===== src/rtl/sar_link_pkg.sv =====
// Shared constants and types for the serial converter control block
package sar_link_pkg;

    // Sequencer states, one-hot
    typedef enum logic [4:0] {
        ST_IDLE    = 5'h01,   // Waiting for the start bit
        ST_ADDR    = 5'h02,   // Shifting the assignment word
        ST_SETTLE  = 5'h04,   // Multiplexer settling period
        ST_CONVERT = 5'h08,   // Successive approximation, MSB first
        ST_LSBOUT  = 5'h10    // Result replay, LSB first
    } adc_state_t;

    // Source of the negative multiplexer terminal
    localparam logic [1:0] NEG_CHANNEL = 2'h0;   // Adjacent input of the pair
    localparam logic [1:0] NEG_COMMON  = 2'h1;   // Shared common input
    localparam logic [1:0] NEG_GROUND  = 2'h2;   // Analog ground

    // Word sizes and counts
    localparam int unsigned RESULT_BITS   = 8;   // Result code width
    localparam int unsigned OUT_SREG_BITS = 9;   // Output shift register width
    localparam logic [2:0]  ADDR_BITS_4IN = 3'h3; // Assignment word, 4-input
    localparam logic [2:0]  ADDR_BITS_8IN = 3'h4; // Assignment word, 8-input
    localparam logic [3:0]  LAST_BIT_CNT  = 4'h7; // Index of the final decision
    localparam int unsigned FIFO_WORDS    = 32;  // Result buffer depth

    // Values after reset and start values
    localparam logic [7:0] TRIAL_START  = 8'h80; // First trial code, MSB set
    localparam logic [7:0] CODE_ZERO    = 8'h00; // Cleared result
    localparam logic [2:0] CNT3_ZERO    = 3'h0;  // Cleared 3-bit counter
    localparam logic [3:0] CNT4_ZERO    = 4'h0;  // Cleared 4-bit counter
    localparam logic [3:0] WORD_ZERO    = 4'h0;  // Cleared assignment word
    localparam logic [8:0] SREG_ZERO    = 9'h000; // Cleared output register

endpackage : sar_link_pkg


===== src/rtl/result_fifo.sv =====
// Result buffer with valid/ready on both sides
`timescale 1ns/10ps
module result_fifo #(
    parameter int unsigned WIDTH = 8,     // Word width
    parameter int unsigned DEPTH = 32     // Word count
) (
    // Clock and reset
    input  wire logic             clock_in,
    input  wire logic             rst_n_in,
    // Filling side
    input  wire logic [WIDTH-1:0] wr_data_in,
    input  wire logic             wr_valid_in,
    output logic                  wr_ready_out,
    // Draining side
    output logic      [WIDTH-1:0] rd_data_out,
    output logic                  rd_valid_out,
    input  wire logic             rd_ready_in
);
    localparam int unsigned AW = $clog2(DEPTH);

    logic [WIDTH-1:0] mem [DEPTH];     // Storage array
    logic [AW-1:0]    wr_ptr_reg;      // Next write slot
    logic [AW-1:0]    rd_ptr_reg;      // Next read slot
    logic [AW:0]      count_reg;       // Words held
    logic             do_wr;           // Accepted write
    logic             do_rd;           // Accepted read

    // Flags come from the count so full and empty are exact
    assign wr_ready_out = (count_reg != DEPTH[AW:0]);
    assign rd_valid_out = (count_reg != '0);
    assign rd_data_out  = mem[rd_ptr_reg];
    assign do_wr        = wr_valid_in && wr_ready_out;
    assign do_rd        = rd_valid_out && rd_ready_in;

    // Pointers and count
    always_ff @(posedge clock_in) begin
        if (!rst_n_in) begin
            wr_ptr_reg <= '0;
            rd_ptr_reg <= '0;
            count_reg  <= '0;
        end else begin
            if (do_wr) begin
                wr_ptr_reg <= (wr_ptr_reg == AW'(DEPTH - 1)) ? '0 : wr_ptr_reg + 1'b1;
            end
            if (do_rd) begin
                rd_ptr_reg <= (rd_ptr_reg == AW'(DEPTH - 1)) ? '0 : rd_ptr_reg + 1'b1;
            end
            count_reg <= count_reg + (AW+1)'(do_wr) - (AW+1)'(do_rd);
        end
    end

    // Storage has no reset; only written slots are ever read
    always_ff @(posedge clock_in) begin
        if (do_wr) begin
            mem[wr_ptr_reg] <= wr_data_in;
        end
    end

endmodule : result_fifo


===== src/rtl/serial_sar_adc_interface.sv =====
// Serial control, multiplexer addressing and SAR sequencing of an 8-bit converter
`timescale 1ns/10ps
module serial_sar_adc_interface
    import sar_link_pkg::*;
#(
    parameter bit EIGHT_INPUT = 1'b1   // 1: 8-input variant, 0: 4-input variant
) (
    // System clock and reset
    input  wire logic       clock_in,
    input  wire logic       rst_n_in,
    // Serial link pins
    input  wire logic       chip_select_n_in,
    input  wire logic       serial_clk_in,
    input  wire logic       serial_in_in,
    input  wire logic       lsb_shift_enable_n_in,
    output logic            serial_out_out,
    output logic            serial_out_oe_n_out,
    output logic            conversion_active_out,
    output logic            conversion_active_oe_n_out,
    // Analog front end
    input  wire logic       comparator_in,
    output logic [7:0]      dac_code_out,
    output logic            mux_enable_out,
    output logic [2:0]      pos_channel_out,
    output logic [2:0]      neg_channel_out,
    output logic [1:0]      neg_mode_out,
    // Result stream
    output logic [7:0]      result_data_out,
    output logic            result_valid_out,
    input  wire logic       result_ready_in
);

    // Whole state of the block apart from the result buffer in one record
    typedef struct packed {
        adc_state_t  state;        // Sequencer
        logic [1:0]  cs_sync;      // Select synchroniser
        logic [2:0]  sclk_sync;    // Link clock synchroniser plus edge stage
        logic [1:0]  din_sync;     // Serial input synchroniser
        logic [1:0]  se_sync;      // Shift control synchroniser
        logic [1:0]  cmp_sync;     // Comparator synchroniser
        logic [2:0]  addr_cnt;     // Address bits taken
        logic [3:0]  addr_word;    // Address shift register
        logic [2:0]  pos_ch;       // Positive input
        logic [2:0]  neg_ch;       // Negative input
        logic [1:0]  neg_mode;     // Negative terminal source
        logic        mux_en;       // Multiplexer connected
        logic [7:0]  trial;        // Approximation register
        logic [7:0]  mask;         // Bit under test
        logic [3:0]  bit_cnt;      // Decisions made
        logic [8:0]  out_sreg;     // Output shift register
        logic        dout;         // Serial output level
        logic        dout_oe_n;    // Serial output enable, low drives
        logic        conversion_active;         // Conversion active
        logic        push;         // Result write strobe
        logic [7:0]  push_data;    // Result word
    } adc_regs_t;

    localparam logic [2:0] ADDR_LAST = (EIGHT_INPUT ? ADDR_BITS_8IN : ADDR_BITS_4IN) - 3'h1;

    adc_regs_t st_reg;      // Registered state
    adc_regs_t st_next;     // Next state
    logic      fifo_ready;  // Buffer can take a word
    logic      sclk_rise;   // Link clock rising edge
    logic      sclk_fall;   // Link clock falling edge
    logic      cs_high;     // Select released

    // Assignment word to multiplexer routing
    function automatic logic [7:0] decode_mux(input logic [3:0] word);
        logic       single;
        logic       odd;
        logic [1:0] sel;
        logic [7:0] res;
        single = 1'b0;
        odd    = 1'b0;
        sel    = 2'h0;
        res    = 8'h00;
        if (EIGHT_INPUT) begin
            single = word[3];
            odd    = word[2];
            sel    = word[1:0];
        end else begin
            single = word[2];
            odd    = word[1];
            sel    = {1'b0, word[0]};             // High select bit forced low inside
        end
        // Positive input is twice the pair index plus odd/even
        res[7:5] = {sel, odd};
        if (single) begin
            res[4:2] = {sel, odd};
            // Common is the negative leg on 8-input, ground on 4-input
            res[1:0] = EIGHT_INPUT ? NEG_COMMON : NEG_GROUND;
        end else begin
            // Partner of the same adjacent pair, polarity from odd/even
            res[4:2] = {sel, ~odd};
            res[1:0] = NEG_CHANNEL;
        end
        return res;
    endfunction : decode_mux

    assign sclk_rise = st_reg.sclk_sync[1] && !st_reg.sclk_sync[2];
    assign sclk_fall = !st_reg.sclk_sync[1] && st_reg.sclk_sync[2];
    assign cs_high   = st_reg.cs_sync[1];

    // Next-state logic
    always_comb begin
        logic [7:0] routing;
        logic [7:0] decided;
        routing = 8'h00;
        decided = CODE_ZERO;
        st_next = st_reg;
        st_next.push = 1'b0;
        // Synchronisers; first stages feed only second stages
        st_next.cs_sync   = {st_reg.cs_sync[0], chip_select_n_in};
        st_next.sclk_sync = {st_reg.sclk_sync[1:0], serial_clk_in};
        st_next.din_sync  = {st_reg.din_sync[0], serial_in_in};
        st_next.se_sync   = {st_reg.se_sync[0], lsb_shift_enable_n_in};
        st_next.cmp_sync  = {st_reg.cmp_sync[0], comparator_in};
        if (cs_high) begin
            // Select high clears all but the synchronisers, routing and result word, and releases the pins
            st_next.state     = ST_IDLE;
            st_next.addr_cnt  = CNT3_ZERO;
            st_next.addr_word = WORD_ZERO;
            st_next.mux_en    = 1'b0;
            st_next.trial     = CODE_ZERO;
            st_next.mask      = CODE_ZERO;
            st_next.bit_cnt   = CNT4_ZERO;
            st_next.out_sreg  = SREG_ZERO;
            st_next.dout      = 1'b0;
            st_next.dout_oe_n = 1'b1;
            st_next.conversion_active      = 1'b0;
        end else begin
            case (st_reg.state)
                ST_IDLE: begin
                    // Low samples before the start bit are skipped
                    // Start waits for buffer room so no result is lost
                    if (sclk_rise && st_reg.din_sync[1] && fifo_ready) begin
                        st_next.state    = ST_ADDR;
                        st_next.addr_cnt = CNT3_ZERO;
                    end
                end
                ST_ADDR: begin
                    if (sclk_rise) begin
                        // Sampled while output still released
                        st_next.addr_word = {st_reg.addr_word[2:0], st_reg.din_sync[1]};
                        st_next.addr_cnt  = st_reg.addr_cnt + 3'h1;
                        if (st_reg.addr_cnt == ADDR_LAST) begin
                            // Final word bit taken: latch and go
                            routing          = decode_mux({st_reg.addr_word[2:0],
                                                           st_reg.din_sync[1]});
                            st_next.pos_ch   = routing[7:5];
                            st_next.neg_ch   = routing[4:2];
                            st_next.neg_mode = routing[1:0];
                            st_next.mux_en   = 1'b1;
                            st_next.conversion_active     = 1'b1;
                            st_next.state    = ST_SETTLE;
                        end
                    end
                end
                ST_SETTLE: begin
                    if (sclk_fall) begin
                        // Output leaves release with a leading low
                        st_next.dout      = 1'b0;
                        st_next.dout_oe_n = 1'b0;
                        st_next.trial     = TRIAL_START;
                        st_next.mask      = TRIAL_START;
                        st_next.bit_cnt   = CNT4_ZERO;
                        st_next.state     = ST_CONVERT;
                    end
                end
                ST_CONVERT: begin
                    if (sclk_fall) begin
                        // Comparator low keeps clearing bits: negative above
                        // positive ends as all zeros
                        decided = st_reg.cmp_sync[1] ? st_reg.trial
                                                     : (st_reg.trial & ~st_reg.mask);
                        st_next.dout    = st_reg.cmp_sync[1];
                        st_next.mask    = st_reg.mask >> 1;
                        st_next.trial   = decided | (st_reg.mask >> 1);
                        st_next.bit_cnt = st_reg.bit_cnt + 4'h1;
                        if (st_reg.bit_cnt == LAST_BIT_CNT) begin
                            // Eighth decision ends the conversion
                            st_next.trial     = decided;
                            st_next.conversion_active      = 1'b0;
                            st_next.mux_en    = 1'b0;
                            st_next.out_sreg  = {1'b0, decided};
                            st_next.push      = 1'b1;
                            st_next.push_data = decided;
                            st_next.state     = ST_LSBOUT;
                        end
                    end
                end
                ST_LSBOUT: begin
                    // LSB already on the line; replay starts at bit 1
                    // 8-input shifts only while the control is low
                    if (sclk_fall && (!EIGHT_INPUT || !st_reg.se_sync[1])) begin
                        st_next.out_sreg = st_reg.out_sreg >> 1;
                        st_next.dout     = st_reg.out_sreg[1];
                    end
                end
                default: begin
                    st_next.state = ST_IDLE;
                end
            endcase
        end
    end

    // State register with synchronous reset
    always_ff @(posedge clock_in) begin
        if (!rst_n_in) begin
            st_reg.state     <= ST_IDLE;
            st_reg.cs_sync   <= 2'h3;
            st_reg.sclk_sync <= 3'h0;
            st_reg.din_sync  <= 2'h0;
            st_reg.se_sync   <= 2'h3;
            st_reg.cmp_sync  <= 2'h0;
            st_reg.addr_cnt  <= CNT3_ZERO;
            st_reg.addr_word <= WORD_ZERO;
            st_reg.pos_ch    <= CNT3_ZERO;
            st_reg.neg_ch    <= CNT3_ZERO;
            st_reg.neg_mode  <= NEG_CHANNEL;
            st_reg.mux_en    <= 1'b0;
            st_reg.trial     <= CODE_ZERO;
            st_reg.mask      <= CODE_ZERO;
            st_reg.bit_cnt   <= CNT4_ZERO;
            st_reg.out_sreg  <= SREG_ZERO;
            st_reg.dout      <= 1'b0;
            st_reg.dout_oe_n <= 1'b1;
            st_reg.conversion_active      <= 1'b0;
            st_reg.push      <= 1'b0;
            st_reg.push_data <= CODE_ZERO;
        end else begin
            st_reg <= st_next;
        end
    end

    // Result buffer; its ready holds off the next start bit
    result_fifo #(
        .WIDTH (RESULT_BITS),
        .DEPTH (FIFO_WORDS)
    ) u_result_fifo (
        .clock_in     (clock_in),
        .rst_n_in     (rst_n_in),
        .wr_data_in   (st_reg.push_data),
        .wr_valid_in  (st_reg.push),
        .wr_ready_out (fifo_ready),
        .rd_data_out  (result_data_out),
        .rd_valid_out (result_valid_out),
        .rd_ready_in  (result_ready_in)
    );

    // Pin and front-end outputs straight from the state record
    // The result stream comes from the buffer's own storage
    assign serial_out_out             = st_reg.dout;
    assign serial_out_oe_n_out        = st_reg.dout_oe_n;
    assign conversion_active_out      = st_reg.conversion_active;
    assign conversion_active_oe_n_out = st_reg.cs_sync[1];
    assign dac_code_out               = st_reg.trial;
    assign mux_enable_out             = st_reg.mux_en;
    assign pos_channel_out            = st_reg.pos_ch;
    assign neg_channel_out            = st_reg.neg_ch;
    assign neg_mode_out               = st_reg.neg_mode;
endmodule : serial_sar_adc_interface


===== config.mk =====
export PLATFORM = sky130hd
export DESIGN_NAME = serial_sar_adc_interface
export DESIGN_NICKNAME = d
export VERILOG_FILES = /design/src/rtl/sar_link_pkg.sv /design/src/rtl/result_fifo.sv /design/src/rtl/serial_sar_adc_interface.sv
export SDC_FILE = /design/constraint.sdc
export NUM_CORES = 1
export LEC_CHECK = 0
export ABC_AREA = 1
export BUFFER_PORTS_ARGS = -buffer_cell sky130_fd_sc_hd__buf_2
export CORE_MARGIN = 2
export CORE_UTILIZATION = 58
export CTS_BUF_LIST = sky130_fd_sc_hd__clkbuf_4 sky130_fd_sc_hd__clkbuf_8
export DETAILED_ROUTE_END_ITERATION = 7
export GPL_ROUTABILITY_DRIVEN = 0
export MAX_ROUTING_LAYER = met4
export PLACE_DENSITY = 0.78
export SETUP_SLACK_MARGIN = 0.05
export SYNTH_ARGS = -nofsm -noshare
export SYNTH_HDL_FRONTEND = slang
export SYNTH_HIERARCHICAL = 1
export SYNTH_SLANG_ARGS = --single-unit
export TNS_END_PERCENT = 1

===== constraint.sdc =====
create_clock -name clock_in -period 2.4 [get_ports clock_in]
set_input_delay 0.12 -clock clock_in [delete_from_list [all_inputs] [get_ports clock_in]]
set_output_delay 0.12 -clock clock_in [all_outputs]
set_load 0.02 [all_outputs]

==> summary.txt <==
Timing
  – Hold WS: 0.287 ns
  – Fin. Hold Viols: 0
  – Final slew viol count: 0
  – Total negative setup slack: 0 ns
  – RSZ-0062 raised after global routing: yes
  – Least-Margin Pin Slew: 0.600 ns
  – Final Skew: 0.0345 ns
  – Final setup fails: 0
  – Final min period: 2.38 ns
  – Final Cycle Share: 99.0%
  – Achievable Freq: 0.421 GHz
  – Worst rel slew slack: 59.9%

Yosys
  – Most common cell in the synthesized netlist: nand2_1
  – Post-synth EDFFs: 256
  – Yosys warning total: 6
  – Post-synthesis async set-or-reset flop share: 0%
  – Synth top area share: 52.6%
  – Top cells by count, synth: nand2_1, edfxtp_1, nand3_1
  – Post-synthesis sequential area ratio: 64.6%
  – Ys flop type: edfxtp_1
  – Post-synthesis cell area: 0.0146 mm2
  – Flops & latches, synth: 344
  – Distinct cells, synth: 35
  – Synth Instances: 1440
  – Mapped Nets: 1468
  – Syn_area_per_cell: 10.2 um2
  – Synth area leader: edfxtp_1
  – Area contributors post-synth: edfxtp_1, dfxtp_1, nand2_1

Worst setup path
  – WP data arrival: 2.26 ns
  – Worst Path Required: 2.28 ns
  – Crit. End Element: output port
  – CP max FO: 12
  – Crit path launch type: flop
  – CP Class: flop to output port

Clock tree
  – H-tree Lvls: 2
  – Later-pin clock latency in the skew report: 0.59 ns
  – Worst-path clk slew: 0.06 ns
  – # clock sinks: 344
  – CTS tree: done
  – CTS buffer count: 54
  – CTS root buf: clkbuf_8
  – Clock buffer depth: 3

Layout
  – Finished Core Util: 67.5%
  – Layout cells sized above 1: 17.1%
  – Max reg flops: 256
  – P&R area growth vs syn: 15.3%
  – # diodes: 0
  – Final net count: 1565
  – Post-layout instance area: 0.0169 mm2

Global route
  – Vias in the first global route: 10142
  – Met2 Resource Use GR: 43.6%
  – GR Util met3: 4.07%
  – Total track usage: 25.9%
  – Congestion Overflow GR: 0
  – First-pass GRT wire length: 51.4 mm
  – Most Crowded Layer GR: met2
  – Initial antenna violation count: 0
  – Met1 Track Usage GR: 32.1%
  – Pin count of the biggest net entering global routing: 65

Pwr
  – Peak VDD IR: 625 uV
  – Leakage dissipation: 6.39 nW
  – PD cells: 874 mW/mm2
  – Design Power: 14.7 mW

Placed design
  – Port bufs: 36
  – Placed inst area: 0.0152 mm2
  – Post-DP HPWL: 19.7 mm

Routing
  – DRC Markers: 0
  – DRT Pass-1 Iters: 6
  – Total number of vias: 10755
  – Drt initial violations: 1414
  – Wire length per cell: 18.3 um
  – Via density: 5.62
  – Antenna Violating Nets Remaining: 0
  – Final wirelength: 35.1 mm

Floorplanning
  – Initial Util: 58.6%
  – Die X: 163 um
  – Row Count: 58
  – Die ar.: 0.0265 mm2
  – IO Count: 38
  – Die Y-Extent: 163 um
  – Core ar.: 0.0250 mm2

Flow run
  – Max_cap viols: 0

Min path
  – Worst min path class: primary input to flop

Outcome
  – Status: finished, final reports clean
## routing by layer
metal	up-vias	part of all wire, %
met4	0	3.1
met3	96	9.0
met1	5080	38
met2	541	50
met5	-	0
li1	5038	-
## final cells by class
cell class | count | area (um2)
well taps | 330 | 413
clock inverters | 21 | 205
clock buffers | 81 | 977
multi-input cells | 938 | 4410
inverters | 81 | 319
flip-flops and latches | 344 | 9460
repair buffers | 118 | 1080
fillers | 1825 | 8100
## stage by stage
stage,std cells,setup slack [ns]
6_report,1913,0.0229
5_1_grt,1913,-0.0227
4_1_cts,1899,0.0295
3_5_place_dp,1785,0.133
3_3_place_gp,1785,0.160
2_1_floorplan,1440,0.0359
## final timing paths
| path | start | endpoint | slack (ns) | cells after the start |
|---|---|---|---|---|
| hold reg to reg | st_next[62] | st_reg[62] | 0.41 | 2 |
| hold / removal | comparator_in | st_next[58] | 0.29 | 4 |
| setup / recovery | flop | result_data_out[1] | 0.02 | 11 |
| setup reg to reg | u_result_fifo/count_reg[3] | u_result_fifo/count_reg[4] | 0.17 | 15 |
## critical path, cell delays in order (launching register included)
cell       delay, ns
dfxtp_4         0.46
clkinv_8        0.14
clkbuf_16       0.21
nand2_1         0.07
nand3_1         0.11
nand3_1         0.16
nand2_1         0.10
nand2_1         0.07
nand2_1         0.05
nand2_1         0.06
nand2_1         0.09
buf_4           0.16
## what timing repair did
| item | 4_1_cts | 5_1_grt |
|---|---|---|
| endpoints found under the setup margin | 8 | 9 |
| buffers inserted | 2 | 7 |
| gates cloned | 1 | 7 |
| hold endpoints to repair | 19 | 0 |
| pin swaps | 0 | 9 |
| hold buffers | 9 | 0 |
| resized for setup | 1 | 39 |
## cells by family (layout without fill, tap and decap cells)
logic type,count (synthesis),after routing,synth area share [%]
DFF,344,344,64.6
AOI/OAI and AO/OA,102,102,3.61
and+or+nand+nor,813,813,23.8
other,1,1,0.0256
buffers and inverters,158,301,6.05
xor gates and xnor gates,2,2,0.120
adders and majority gates,20,20,1.76
## report_power, final
group	switching (mW)	total (mW)	internal, mW
logic	1.92	3.00	1.08
clock network	2.21	5.25	3.05
registers	0.0913	6.48	6.39
## layout by cell type, fill, tap and decap left out, types with 2 or more instances in the layout
master         Yosys  final
nand2_1          460    455
edfxtp_1         256    256
nand3_1          213    202
nor2_1            99     99
dfxtp_1           88     83
inv_1             72     66
buf_4             22     60
clkbuf_8           0     59
a21oi_1           50     50
o21ai_0           44     42
buf_2             17     29
clkbuf_4           0     22
ha_1              19     15
nand3_2            2     13
inv_2              8     12
nand2_2            6     11
clkinv_1           1     11
dlygate4sd3_1      0      9
nor2_4             6      6
nor3_1             6      6
buf_6             25      6
or2_2              5      5
nand4_1            5      5
clkbuf_16          0      5
buf_12             0      5
nand2_4            4      4
bufinv_16          0      4
ha_4               0      4
dfxtp_2            0      4
nor2_2             3      3
o21a_1             3      3
clkinv_2           0      3
buf_16             0      3
xor2_1             2      2
a31oi_1            2      2
inv_6              0      2
clkinvlp_4         0      2
o21ai_1            0      2
nor3b_1            2      2
No activity file was read; power rests on OpenSTA's default activity.
